<file path="src/rtl/power_mode_pkg.sv">
// package: constants and types of the power-mode and power-on-reset block
package power_mode_pkg;

    // power-on-reset timeout, as a time and as oscillator cycles
    localparam int unsigned POR_TIMEOUT_MS = 128;
    localparam int unsigned XTAL_REF_HZ = 16_000_000;
    localparam int unsigned POR_OSC_CYCLES =
        POR_TIMEOUT_MS * (XTAL_REF_HZ / 1000);

    // number of interrupt sources that may end idle mode
    localparam int unsigned IRQ_COUNT = 12;

    // mode request codes from the power control register
    localparam logic [1:0] MODE_REQ_NONE = 2'h0;
    localparam logic [1:0] MODE_REQ_IDLE = 2'h1;
    localparam logic [1:0] MODE_REQ_PDOWN = 2'h2;

    // reset value of the wake source report
    localparam logic [2:0] WAKE_SRC_RESET = 3'h0;

    typedef enum logic [2:0] {
        ST_POR_HOLD = 3'h0,
        ST_POR_WAIT = 3'h1,
        ST_POR_FALL = 3'h2,
        ST_EXT_RST = 3'h3,
        ST_RUN = 3'h4,
        ST_IDLE = 3'h5,
        ST_PDOWN = 3'h6,
        ST_OSC_START = 3'h7
    } pm_state_t;

    // power control register fields as the core holds them
    typedef struct packed {
        logic serial_wake_enable;
        logic ext0_wake_enable;
        logic adc_enable;
        logic dac_enable;
        logic vref_enable;
    } power_control_register_t;

    // events that may end full power-down
    typedef struct packed {
        logic interval_counter;
        logic serial;
        logic external_interrupt_zero;
    } wake_src_t;

    // supply level indications
    typedef struct packed {
        logic above_por;
        logic above_floor;
    } supply_t;

    // switches driven to the rest of the chip
    typedef struct packed {
        logic core_clk_en;
        logic periph_clk_en;
        logic osc_enable;
        logic sys_reset_n;
        logic port_hold;
        logic dac_hold;
        logic dac_hiz;
        logic adc_power;
        logic dac_power;
        logic vref_power;
    } power_ctl_t;

endpackage : power_mode_pkg

</file>
<file path="src/rtl/power_mode_and_por_control.sv">
// module: power modes, wake decisions and power-on-reset sequencing
//
// Behaviour
// - software selects idle or full power-down
// - idle keeps oscillator, gates core clock only
// - peripherals stay clocked during idle
// - idle holds port and converter output pins
// - idle ends on enabled interrupt or reset
// - power-down stops oscillator and all peripherals
// - power-down holds ports, converter output three-state
// - reset pin in power-down restarts normally
// - supply cycle resets, runs after timeout
// - interval counter interrupt ends power-down, serviced
// - after wake service, resume after entry instruction
// - serial interrupt wakes only with serial enable
// - external interrupt zero wakes only when enabled
// - hold reset below threshold, then timeout
// - timeout counted in oscillator cycles
// - on supply fall, hold reset until floor
// - converters and reference switchable off by software
`timescale 1ns/1ps
module power_mode_and_por_control
    import power_mode_pkg::*;
#(
    parameter int unsigned N_IRQ = IRQ_COUNT,
    parameter int unsigned POR_CYCLES = POR_OSC_CYCLES
) (
    input wire logic clk,
    input wire logic reset_n,
    input wire logic clk_en,
    input wire logic osc_tick,
    input wire logic osc_ready,
    input wire supply_t supply,
    input wire logic reset_pin_n,
    input wire logic mode_req_valid,
    input wire logic [1:0] mode_req,
    input wire power_control_register_t power_control_register,
    input wire logic [N_IRQ-1:0] irq_pending,
    input wire logic [N_IRQ-1:0] irq_enable,
    input wire logic tic_irq,
    input wire logic tic_irq_enable,
    input wire logic serial_irq,
    input wire logic serial_irq_enable,
    input wire logic ext0_n,
    input wire logic ext0_irq_enable,
    output power_ctl_t ctl_q,
    output pm_state_t mode_q,
    output logic wake_service_q,
    output logic resume_next_q,
    output wake_src_t wake_src_q
);

    localparam int unsigned CNT_W = (POR_CYCLES > 1) ? $clog2(POR_CYCLES) : 1;
    localparam logic [CNT_W-1:0] CNT_LAST = CNT_W'(POR_CYCLES - 1);
    localparam logic [CNT_W-1:0] CNT_ZERO = '0;

    pm_state_t state_d;
    power_ctl_t ctl_d;
    wake_src_t pd_wake;
    logic idle_wake;
    logic por_done;
    logic [CNT_W-1:0] por_cnt_q;

    // switch settings that belong to each state
    function automatic power_ctl_t ctl_for(input pm_state_t s,
                                           input power_control_register_t p);
        power_ctl_t c;
        logic analog_on;
        c = '0;
        analog_on = (s == ST_RUN) || (s == ST_IDLE);
        c.core_clk_en = (s == ST_RUN);
        c.periph_clk_en = (s == ST_RUN) || (s == ST_IDLE);
        c.osc_enable = (s != ST_PDOWN);
        c.sys_reset_n = (s == ST_RUN) || (s == ST_IDLE) ||
                        (s == ST_PDOWN) || (s == ST_OSC_START);
        c.port_hold = (s == ST_IDLE) || (s == ST_PDOWN) ||
                      (s == ST_OSC_START);
        c.dac_hold = (s == ST_IDLE);
        c.dac_hiz = (s == ST_PDOWN) || (s == ST_OSC_START);
        c.adc_power = analog_on && p.adc_enable;
        c.dac_power = analog_on && p.dac_enable;
        c.vref_power = analog_on && p.vref_enable;
        return c;
    endfunction : ctl_for

    // wake decisions are pure gates, so no oscillator edge is needed
    always_comb begin
        idle_wake = |(irq_pending & irq_enable);
        pd_wake.interval_counter = tic_irq && tic_irq_enable;
        pd_wake.serial = serial_irq && serial_irq_enable &&
                         power_control_register.serial_wake_enable;
        pd_wake.external_interrupt_zero = !ext0_n && ext0_irq_enable &&
                                          power_control_register.ext0_wake_enable;
    end

    assign por_done = osc_tick && (por_cnt_q == CNT_LAST);

    always_comb begin
        state_d = mode_q;
        unique case (mode_q)
            ST_POR_HOLD: begin
                if (supply.above_por) begin
                    state_d = ST_POR_WAIT;
                end
            end
            ST_POR_WAIT: begin
                if (!supply.above_por) begin
                    state_d = ST_POR_HOLD;
                end else if (por_done) begin
                    state_d = ST_RUN;
                end
            end
            ST_POR_FALL: begin
                if (!supply.above_floor) begin
                    state_d = ST_POR_HOLD;
                end else if (supply.above_por) begin
                    state_d = ST_POR_WAIT;
                end
            end
            ST_EXT_RST: begin
                if (reset_pin_n && osc_ready) begin
                    state_d = ST_RUN;
                end
            end
            ST_RUN: begin
                if (mode_req_valid && mode_req == MODE_REQ_IDLE) begin
                    state_d = ST_IDLE;
                end else if (mode_req_valid && mode_req == MODE_REQ_PDOWN) begin
                    state_d = ST_PDOWN;
                end
            end
            ST_IDLE: begin
                if (idle_wake) begin
                    state_d = ST_RUN;
                end
            end
            ST_PDOWN: begin
                // other events, except the reset pin and a supply fall, keep the chip asleep
                if (|pd_wake) begin
                    state_d = ST_OSC_START;
                end
            end
            ST_OSC_START: begin
                if (osc_ready) begin
                    state_d = ST_RUN;
                end
            end
        endcase
        // supply and reset pin override every non-reset state
        if (mode_q != ST_POR_HOLD && mode_q != ST_POR_WAIT &&
            mode_q != ST_POR_FALL) begin
            if (!supply.above_por) begin
                state_d = ST_POR_FALL;
            end else if (!reset_pin_n) begin
                state_d = ST_EXT_RST;
            end
        end
    end

    assign ctl_d = ctl_for(state_d, power_control_register);

    always_ff @(posedge clk or negedge reset_n) begin
        if (!reset_n) begin
            mode_q <= ST_POR_HOLD;
        end else if (clk_en) begin
            mode_q <= state_d;
        end
    end

    always_ff @(posedge clk or negedge reset_n) begin
        if (!reset_n) begin
            ctl_q <= '0;
        end else if (clk_en) begin
            ctl_q <= ctl_d;
        end
    end

    // timeout counts oscillator ticks, so it scales with the crystal
    always_ff @(posedge clk or negedge reset_n) begin
        if (!reset_n) begin
            por_cnt_q <= CNT_ZERO;
        end else if (clk_en) begin
            if (mode_q != ST_POR_WAIT || !supply.above_por) begin
                por_cnt_q <= CNT_ZERO;
            end else if (osc_tick && por_cnt_q != CNT_LAST) begin
                por_cnt_q <= por_cnt_q + 1'b1;
            end
        end
    end

    // service request to the core once it runs again
    always_ff @(posedge clk or negedge reset_n) begin
        if (!reset_n) begin
            wake_service_q <= 1'b0;
            resume_next_q <= 1'b0;
        end else if (clk_en) begin
            wake_service_q <= state_d == ST_RUN &&
                              (mode_q == ST_IDLE ||
                               mode_q == ST_OSC_START);
            resume_next_q <= state_d == ST_RUN &&
                             mode_q == ST_OSC_START;
        end
    end

    // which power-down event woke the chip, kept until the next entry, reset pin or supply fall
    always_ff @(posedge clk or negedge reset_n) begin
        if (!reset_n) begin
            wake_src_q <= WAKE_SRC_RESET;
        end else if (clk_en) begin
            if (mode_q == ST_PDOWN && state_d == ST_OSC_START) begin
                wake_src_q <= pd_wake;
            end else if (state_d == ST_PDOWN || state_d == ST_EXT_RST ||
                         state_d == ST_POR_FALL) begin
                wake_src_q <= WAKE_SRC_RESET;
            end
        end
    end

    // ---- assertions ----
    a_idle_core_gated: assert property (@(posedge clk) disable iff (!reset_n)
        mode_q == ST_IDLE |-> !ctl_q.core_clk_en && ctl_q.periph_clk_en &&
        ctl_q.osc_enable)
        else $error("idle mode clocks wrong");

    a_pdown_osc_off: assert property (@(posedge clk) disable iff (!reset_n)
        mode_q == ST_PDOWN |-> !ctl_q.osc_enable && !ctl_q.periph_clk_en &&
        !ctl_q.adc_power && !ctl_q.dac_power && !ctl_q.vref_power)
        else $error("power-down left something running");

    a_pdown_pins: assert property (@(posedge clk) disable iff (!reset_n)
        mode_q == ST_PDOWN |-> ctl_q.port_hold && ctl_q.dac_hiz &&
        !ctl_q.dac_hold)
        else $error("power-down pin state wrong");

    a_idle_pins: assert property (@(posedge clk) disable iff (!reset_n)
        mode_q == ST_IDLE |-> ctl_q.port_hold && ctl_q.dac_hold &&
        !ctl_q.dac_hiz)
        else $error("idle pin state wrong");

    a_mode_entry: assert property (@(posedge clk) disable iff (!reset_n)
        clk_en && mode_q == ST_RUN && supply.above_por && reset_pin_n &&
        mode_req_valid && mode_req == MODE_REQ_PDOWN |=> mode_q == ST_PDOWN)
        else $error("power-down request not taken");

    a_idle_exit: assert property (@(posedge clk) disable iff (!reset_n)
        clk_en && mode_q == ST_IDLE && supply.above_por && reset_pin_n &&
        idle_wake |=> mode_q == ST_RUN && wake_service_q)
        else $error("enabled interrupt did not end idle");

    a_serial_gate: assert property (@(posedge clk) disable iff (!reset_n)
        clk_en && mode_q == ST_PDOWN && supply.above_por && reset_pin_n &&
        !pd_wake.interval_counter && !pd_wake.external_interrupt_zero &&
        !power_control_register.serial_wake_enable |=> mode_q == ST_PDOWN)
        else $error("serial event woke without its enable");

    a_ext0_wake: assert property (@(posedge clk) disable iff (!reset_n)
        clk_en && mode_q == ST_PDOWN && supply.above_por && reset_pin_n &&
        !ext0_n && ext0_irq_enable && power_control_register.ext0_wake_enable
        |=> mode_q == ST_OSC_START && ctl_q.osc_enable)
        else $error("external interrupt zero did not wake");

    a_resume_pair: assert property (@(posedge clk) disable iff (!reset_n)
        resume_next_q |-> wake_service_q && $past(mode_q) == ST_OSC_START)
        else $error("resume flag without power-down wake");

    a_reset_pin: assert property (@(posedge clk) disable iff (!reset_n)
        clk_en && mode_q == ST_PDOWN && supply.above_por && !reset_pin_n
        |=> mode_q == ST_EXT_RST && !ctl_q.sys_reset_n &&
        ctl_q.osc_enable)
        else $error("reset pin ignored in power-down");

    a_por_hold: assert property (@(posedge clk) disable iff (!reset_n)
        mode_q == ST_POR_HOLD || mode_q == ST_POR_FALL
        |-> !ctl_q.sys_reset_n)
        else $error("chip out of reset with low supply");

    a_floor_hold: assert property (@(posedge clk) disable iff (!reset_n)
        clk_en && mode_q == ST_POR_FALL && supply.above_floor &&
        !supply.above_por |=> mode_q == ST_POR_FALL)
        else $error("reset left before supply reached floor");

    a_por_count: assert property (@(posedge clk) disable iff (!reset_n)
        clk_en && mode_q == ST_POR_WAIT && supply.above_por && !osc_tick
        |=> mode_q == ST_POR_WAIT && $stable(por_cnt_q))
        else $error("timeout advanced without oscillator tick");

    a_por_release: assert property (@(posedge clk) disable iff (!reset_n)
        clk_en && mode_q == ST_POR_WAIT && supply.above_por && por_done
        |=> mode_q == ST_RUN && ctl_q.sys_reset_n && ctl_q.core_clk_en)
        else $error("timeout end did not release reset");

    a_clk_freeze: assert property (@(posedge clk) disable iff (!reset_n)
        !clk_en |=> $stable(mode_q) && $stable(ctl_q) &&
        $stable(por_cnt_q))
        else $error("state moved while clock enable low");

    a_idle_no_resume: assert property (@(posedge clk) disable iff (!reset_n)
        wake_service_q && $past(mode_q) == ST_IDLE |-> !resume_next_q)
        else $error("resume flag after idle wake");

    a_service_pulse: assert property (@(posedge clk) disable iff (!reset_n)
        clk_en && wake_service_q |=> !wake_service_q)
        else $error("service request longer than one cycle");

    a_src_cleared: assert property (@(posedge clk) disable iff (!reset_n)
        clk_en && mode_q == ST_RUN && supply.above_por && reset_pin_n &&
        mode_req_valid && mode_req == MODE_REQ_PDOWN
        |=> wake_src_q == WAKE_SRC_RESET)
        else $error("wake source not cleared on power-down entry");

    a_pin_release: assert property (@(posedge clk) disable iff (!reset_n)
        clk_en && mode_q == ST_EXT_RST && supply.above_por && reset_pin_n &&
        osc_ready |=> mode_q == ST_RUN && ctl_q.sys_reset_n &&
        !wake_service_q)
        else $error("reset pin release did not restart");

    a_idle_reset: assert property (@(posedge clk) disable iff (!reset_n)
        clk_en && mode_q == ST_IDLE && supply.above_por && !reset_pin_n
        |=> mode_q == ST_EXT_RST && !ctl_q.sys_reset_n)
        else $error("reset pin did not end idle");

    c_idle_round: cover property (@(posedge clk) disable iff (!reset_n)
        mode_q == ST_IDLE ##[1:20] mode_q == ST_RUN);

    c_tic_wake: cover property (@(posedge clk) disable iff (!reset_n)
        mode_q == ST_PDOWN && pd_wake.interval_counter ##[1:20]
        resume_next_q);

    c_ext_reset_pd: cover property (@(posedge clk) disable iff (!reset_n)
        mode_q == ST_PDOWN ##1 mode_q == ST_EXT_RST);

    c_brownout: cover property (@(posedge clk) disable iff (!reset_n)
        mode_q == ST_POR_FALL ##[1:20] mode_q == ST_POR_HOLD);

endmodule : power_mode_and_por_control

</file>
<file path="config.mk">
export PLATFORM = sky130hd
export DESIGN_NAME = power_mode_and_por_control
export DESIGN_NICKNAME = d
export VERILOG_FILES = /design/src/rtl/power_mode_pkg.sv /design/src/rtl/power_mode_and_por_control.sv
export SDC_FILE = /design/constraint.sdc
export NUM_CORES = 1
export LEC_CHECK = 0
export ABC_AREA = 1
export BUFFER_PORTS_ARGS = -buffer_cell sky130_fd_sc_hd__clkbuf_2
export CELL_PAD_IN_SITES_DETAIL_PLACEMENT = 0
export CELL_PAD_IN_SITES_GLOBAL_PLACEMENT = 1
export CORE_UTILIZATION = 38
export DETAILED_ROUTE_END_ITERATION = 16
export GPL_TIMING_DRIVEN = 0
export PLACE_DENSITY = 0.87
export SKIP_LAST_GASP = 1
export SLEW_MARGIN = 20
export SYNTH_ARGS = -nofsm -noshare
export SYNTH_HDL_FRONTEND = slang
export SYNTH_SLANG_ARGS = --single-unit
</file>
<file path="constraint.sdc">
create_clock -name clk -period 2.2 [get_ports clk]
set_clock_uncertainty 0.1 [all_clocks]
set_input_delay 0.44 -clock clk [delete_from_list [all_inputs] [get_ports clk]]
set_output_delay 0.44 -clock clk [all_outputs]
set_load 0.05 [all_outputs]
</file>
==> metrics.log <==
INFO  metric layout_min_cycle_time = ~2000 ps
INFO  metric floorplan.rows = 29
INFO  metric final_layout_size_suffix_gt1_share = a little over a quarter
INFO  metric antennaDiodeCount = 0
INFO  metric synthMostInstantiatedCell = sky130_fd_sc_hd__nand2_1
INFO  metric crit_path_end_kind = flop
INFO  metric postSynthAreaPerCell = 7.11 µm²
INFO  metric timing.final.hold_violations = 0
INFO  metric finalWeightedCongestion = 0.844
INFO  metric drt.antenna.violating_nets = 0
INFO  metric result_of_the_run = finished with violations
INFO  metric fp.dieW = 84.4 µm
INFO  metric clk_transition_reported_paths = 90 ps
INFO  metric routed_via_density = approximately 5.1
INFO  metric cts_tree = done
INFO  metric grt_max_degree = 40
INFO  metric htreeDepth = 2
INFO  metric timing_worst_setup_path_type = reg -> reg
INFO  metric finalSetupViolCount = 0
INFO  metric syn_nets = 410
INFO  metric synth_enable_flop_cells = 0
INFO  metric fillCellCount = 682
INFO  metric globalRoute.busiestLayer = met2
INFO  metric netlist_area = approximately 2600 µm²
INFO  metric timing.hold.worst.class = in -> async
INFO  metric vertical_die_dimension = 84.4 µm
INFO  metric layout.cell_area.non_filler = about 3100 µm²
INFO  metric coreArea = around 6500 µm²
INFO  metric grt_use_met3 = 3.44%
INFO  metric yosys_warnings = 0
INFO  metric grt_pass1_vias = roughly 2,600
INFO  metric vdd_ir_drop_max = 0.680 mV
INFO  metric met2_usage = a little under two fifths
INFO  metric fp.dieArea = approximately 7000 µm²
INFO  metric num-nets-final = a little under 500
INFO  metric dr_total_vias = about 2,600
INFO  metric asyncSetResetFlopFracSynth = 100%
INFO  metric power_leakage = 1.54 nW
INFO  metric timing.critical_path.slowest_stage_cell = sky130_fd_sc_hd__dfrtp_1
INFO  metric global_route.usage.met1 = between 20% and 30%
INFO  metric postCtsHoldBufs = 0
INFO  metric timing.critical_path.buf_inv = 1
INFO  metric grt_util_all_layers = 20.3%
INFO  metric root_buffer = sky130_fd_sc_hd__clkbuf_8
INFO  metric ys_ff_latch = 39
INFO  metric fin_total_pwr = between 2 and 3 mW
INFO  metric netlist_top_cells_count = sky130_fd_sc_hd__nand2_1, sky130_fd_sc_hd__inv_1, sky130_fd_sc_hd__nor2_1, sky130_fd_sc_hd__dfrtp_1, sky130_fd_sc_hd__nand3_1
INFO  metric syn2layout_area_growth = 20.7%
INFO  metric first_pass_grt_wire_length = between 10 and 15 mm
INFO  metric global_route.overflow_total = 0
INFO  metric most_prevalent_standard_cell_on_the_critical_path = sky130_fd_sc_hd__nand4_1
INFO  metric fin_crit_sh = about 92%
INFO  metric detailedRoute.firstPassIterationCount = 10
INFO  metric max-cap-violations = 0
INFO  metric synth.top_cells.by_area = sky130_fd_sc_hd__dfrtp_1, sky130_fd_sc_hd__nand2_1, sky130_fd_sc_hd__inv_1
INFO  metric sequential_cell_area = 976 µm²
INFO  metric post-synth-top-area-cell = sky130_fd_sc_hd__dfrtp_1
INFO  metric critPathTopFamily = simple AND/OR/NAND/NOR gates
INFO  metric drt_drc_violations_left = 2
INFO  metric max_clock_freq = 0.493 GHz
INFO  metric slew_headroom = a little under two fifths
INFO  metric initial_cell_density_of_the_core = ~40%
INFO  metric cts-buffers-inserted = 5
INFO  metric critPathRequiredTime = about 2300 ps
INFO  metric violations = design-rule violations
INFO  metric grt_antenna_before_repair = 0
INFO  metric power_per_cell_area = about 830 nW/µm²
INFO  metric violation_count_after_the_first_detailed_routing_iteration = between 100 and 150
INFO  metric crit_path_max_fanout = 10
INFO  metric wirelength = 6.71 mm
INFO  metric r2r_cells = 9
INFO  metric synth-main-ff-cell = sky130_fd_sc_hd__dfrtp_1
INFO  metric tritoncts_num_sinks = 39
INFO  metric cpPeakStageDelay = roughly 400 ps
INFO  metric synthesis.instances = ~360
INFO  metric worstMarginPinSlew = just over 900 ps
INFO  metric io_pins = between 60 and 70
INFO  metric placedInstanceArea = 2990 µm²
INFO  metric synth_top_area_share = approximately 38%
INFO  metric multiInputGateArea = between 1000 and 1500 µm²
INFO  metric rsz0062_at_grt = false
INFO  metric crit_path_cell_chain = ha_2 > nand3_4 > nor3_4 > nand4_1 > nand3_1 > nand2_4 > buf_6 > nand4_1 > o21ai_2
INFO  metric half_perimeter_wire_length_after_placement = a little over 5 mm
INFO  metric wl_per_cell = around 13 µm
INFO  metric startpoint_type = flop
INFO  metric post_synthesis_sequential_area_ratio = between 30 and 40%
INFO  metric finalCoreUtilization = roughly half
INFO  metric clockBufferDepth = 2
INFO  metric io_buffers = 63
INFO  metric worstSkewPairLatency = about 300 ps
INFO  metric critical_path_cell_count = 9
INFO  metric max_slew_vio_count = 0
INFO  metric critical_path_arrival = between 2000 and 2500 ps
INFO  metric ys_types = 33
where the power goes:
group	leakage, nW	switching, mW	internal, mW	total, mW
Sequential	0.533	0.0843	0.800	0.885
Clock	0.0402	0.282	0.221	0.502
Combinational	0.971	0.879	0.307	1.19
through the flow:
stage / hold WS (ps) / worst slack (ps) / TNS (ps) / instances
final: 154 / 171 / 0 / 514
after global routing: 247 / 43.7 / 0 / 514
after CTS: 240 / 64.2 / 0 / 513
after detailed placement: 363 / -92.1 / -1020 / 503
after global placement: 361 / -102 / -1180 / 503
after floorplan: 44.4 / 216 / 0 / 363
layout by cell type (no fill, tap or decap), drive strengths merged:
| master | netlist | final |
|---|---|---|
| a21oi | 4 | 4 |
| a41oi | 1 | 1 |
| buf | 6 | 10 |
| clkbuf | 2 | 69 |
| clkinv | 1 | 2 |
| clkinvlp | 0 | 2 |
| dfrtp | 39 | 39 |
| ha | 1 | 1 |
| inv | 47 | 47 |
| nand2 | 114 | 114 |
| nand3 | 31 | 31 |
| nand3b | 5 | 5 |
| nand4 | 19 | 19 |
| nor2 | 44 | 44 |
| nor3 | 10 | 10 |
| nor4 | 3 | 3 |
| o21a | 1 | 1 |
| o21ai | 30 | 30 |
| o21bai | 1 | 1 |
| o22ai | 1 | 1 |
| xor2 | 3 | 3 |
kinds of logic (layout without fill, tap and decap cells):
family / Yosys count / in the layout / share of synthesized area, %
flops: 39 / 39 / 37.8
buf+inv: 56 / 130 / 9.35
fa+ha+maj: 1 / 1 / 0.484
compound gates: 38 / 38 / 10.2
xor+xnor: 3 / 3 / 1.02
simple gates: 226 / 226 / 41.1
state kept, by name, indices dropped and copies added (netlist names):
signal	count
wake_service_q	1
resume_next_q	1
por_cnt_q	21
ctl_q	10
wake_src_q	3
mode_q	3
layer usage:
layer  routed length, µm  vias to the layer above
li1                    -                     1334
met1                3110                     1207
met2                3280                       59
met3                 251                        9
met4                  69                        0
met5                   0                        -
path summary, 6_finish.rpt:
kind                                           startpoint       endpoint  slack [ps]
min in group clk                power_control_register[0]       ctl_q[0]         260
worst min-delay path                              reset_n  por_cnt_q[20]         150
worst max-delay path                         por_cnt_q[0]   por_cnt_q[7]         170
worst max register to register               por_cnt_q[0]   por_cnt_q[7]         170
max in group asynchronous                         reset_n  wake_src_q[0]        1240
worst min register to register              wake_src_q[2]  wake_src_q[2]         380
area by class of cell:
class / instances / share of cell area [%]
clock buffers: 5 / 2.21
flip-flops and latches: 39 / 31.3
well taps: 77 / 3.09
repair buffers: 66 / 10.8
multi-input cells: 268 / 44.2
clock inverters: 3 / 0.642
inverters: 48 / 5.82
plain buffers: 8 / 1.93
timing repair:
action | 4_1_cts | 5_1_grt
pin swaps | 1 | 0
setup buffers | 2 | 1
gates cloned | 0 | 0
gates resized for setup | 0 | 3
endpoints found under the setup margin | 18 | 29
No activity file was read; power rests on OpenSTA's default activity.
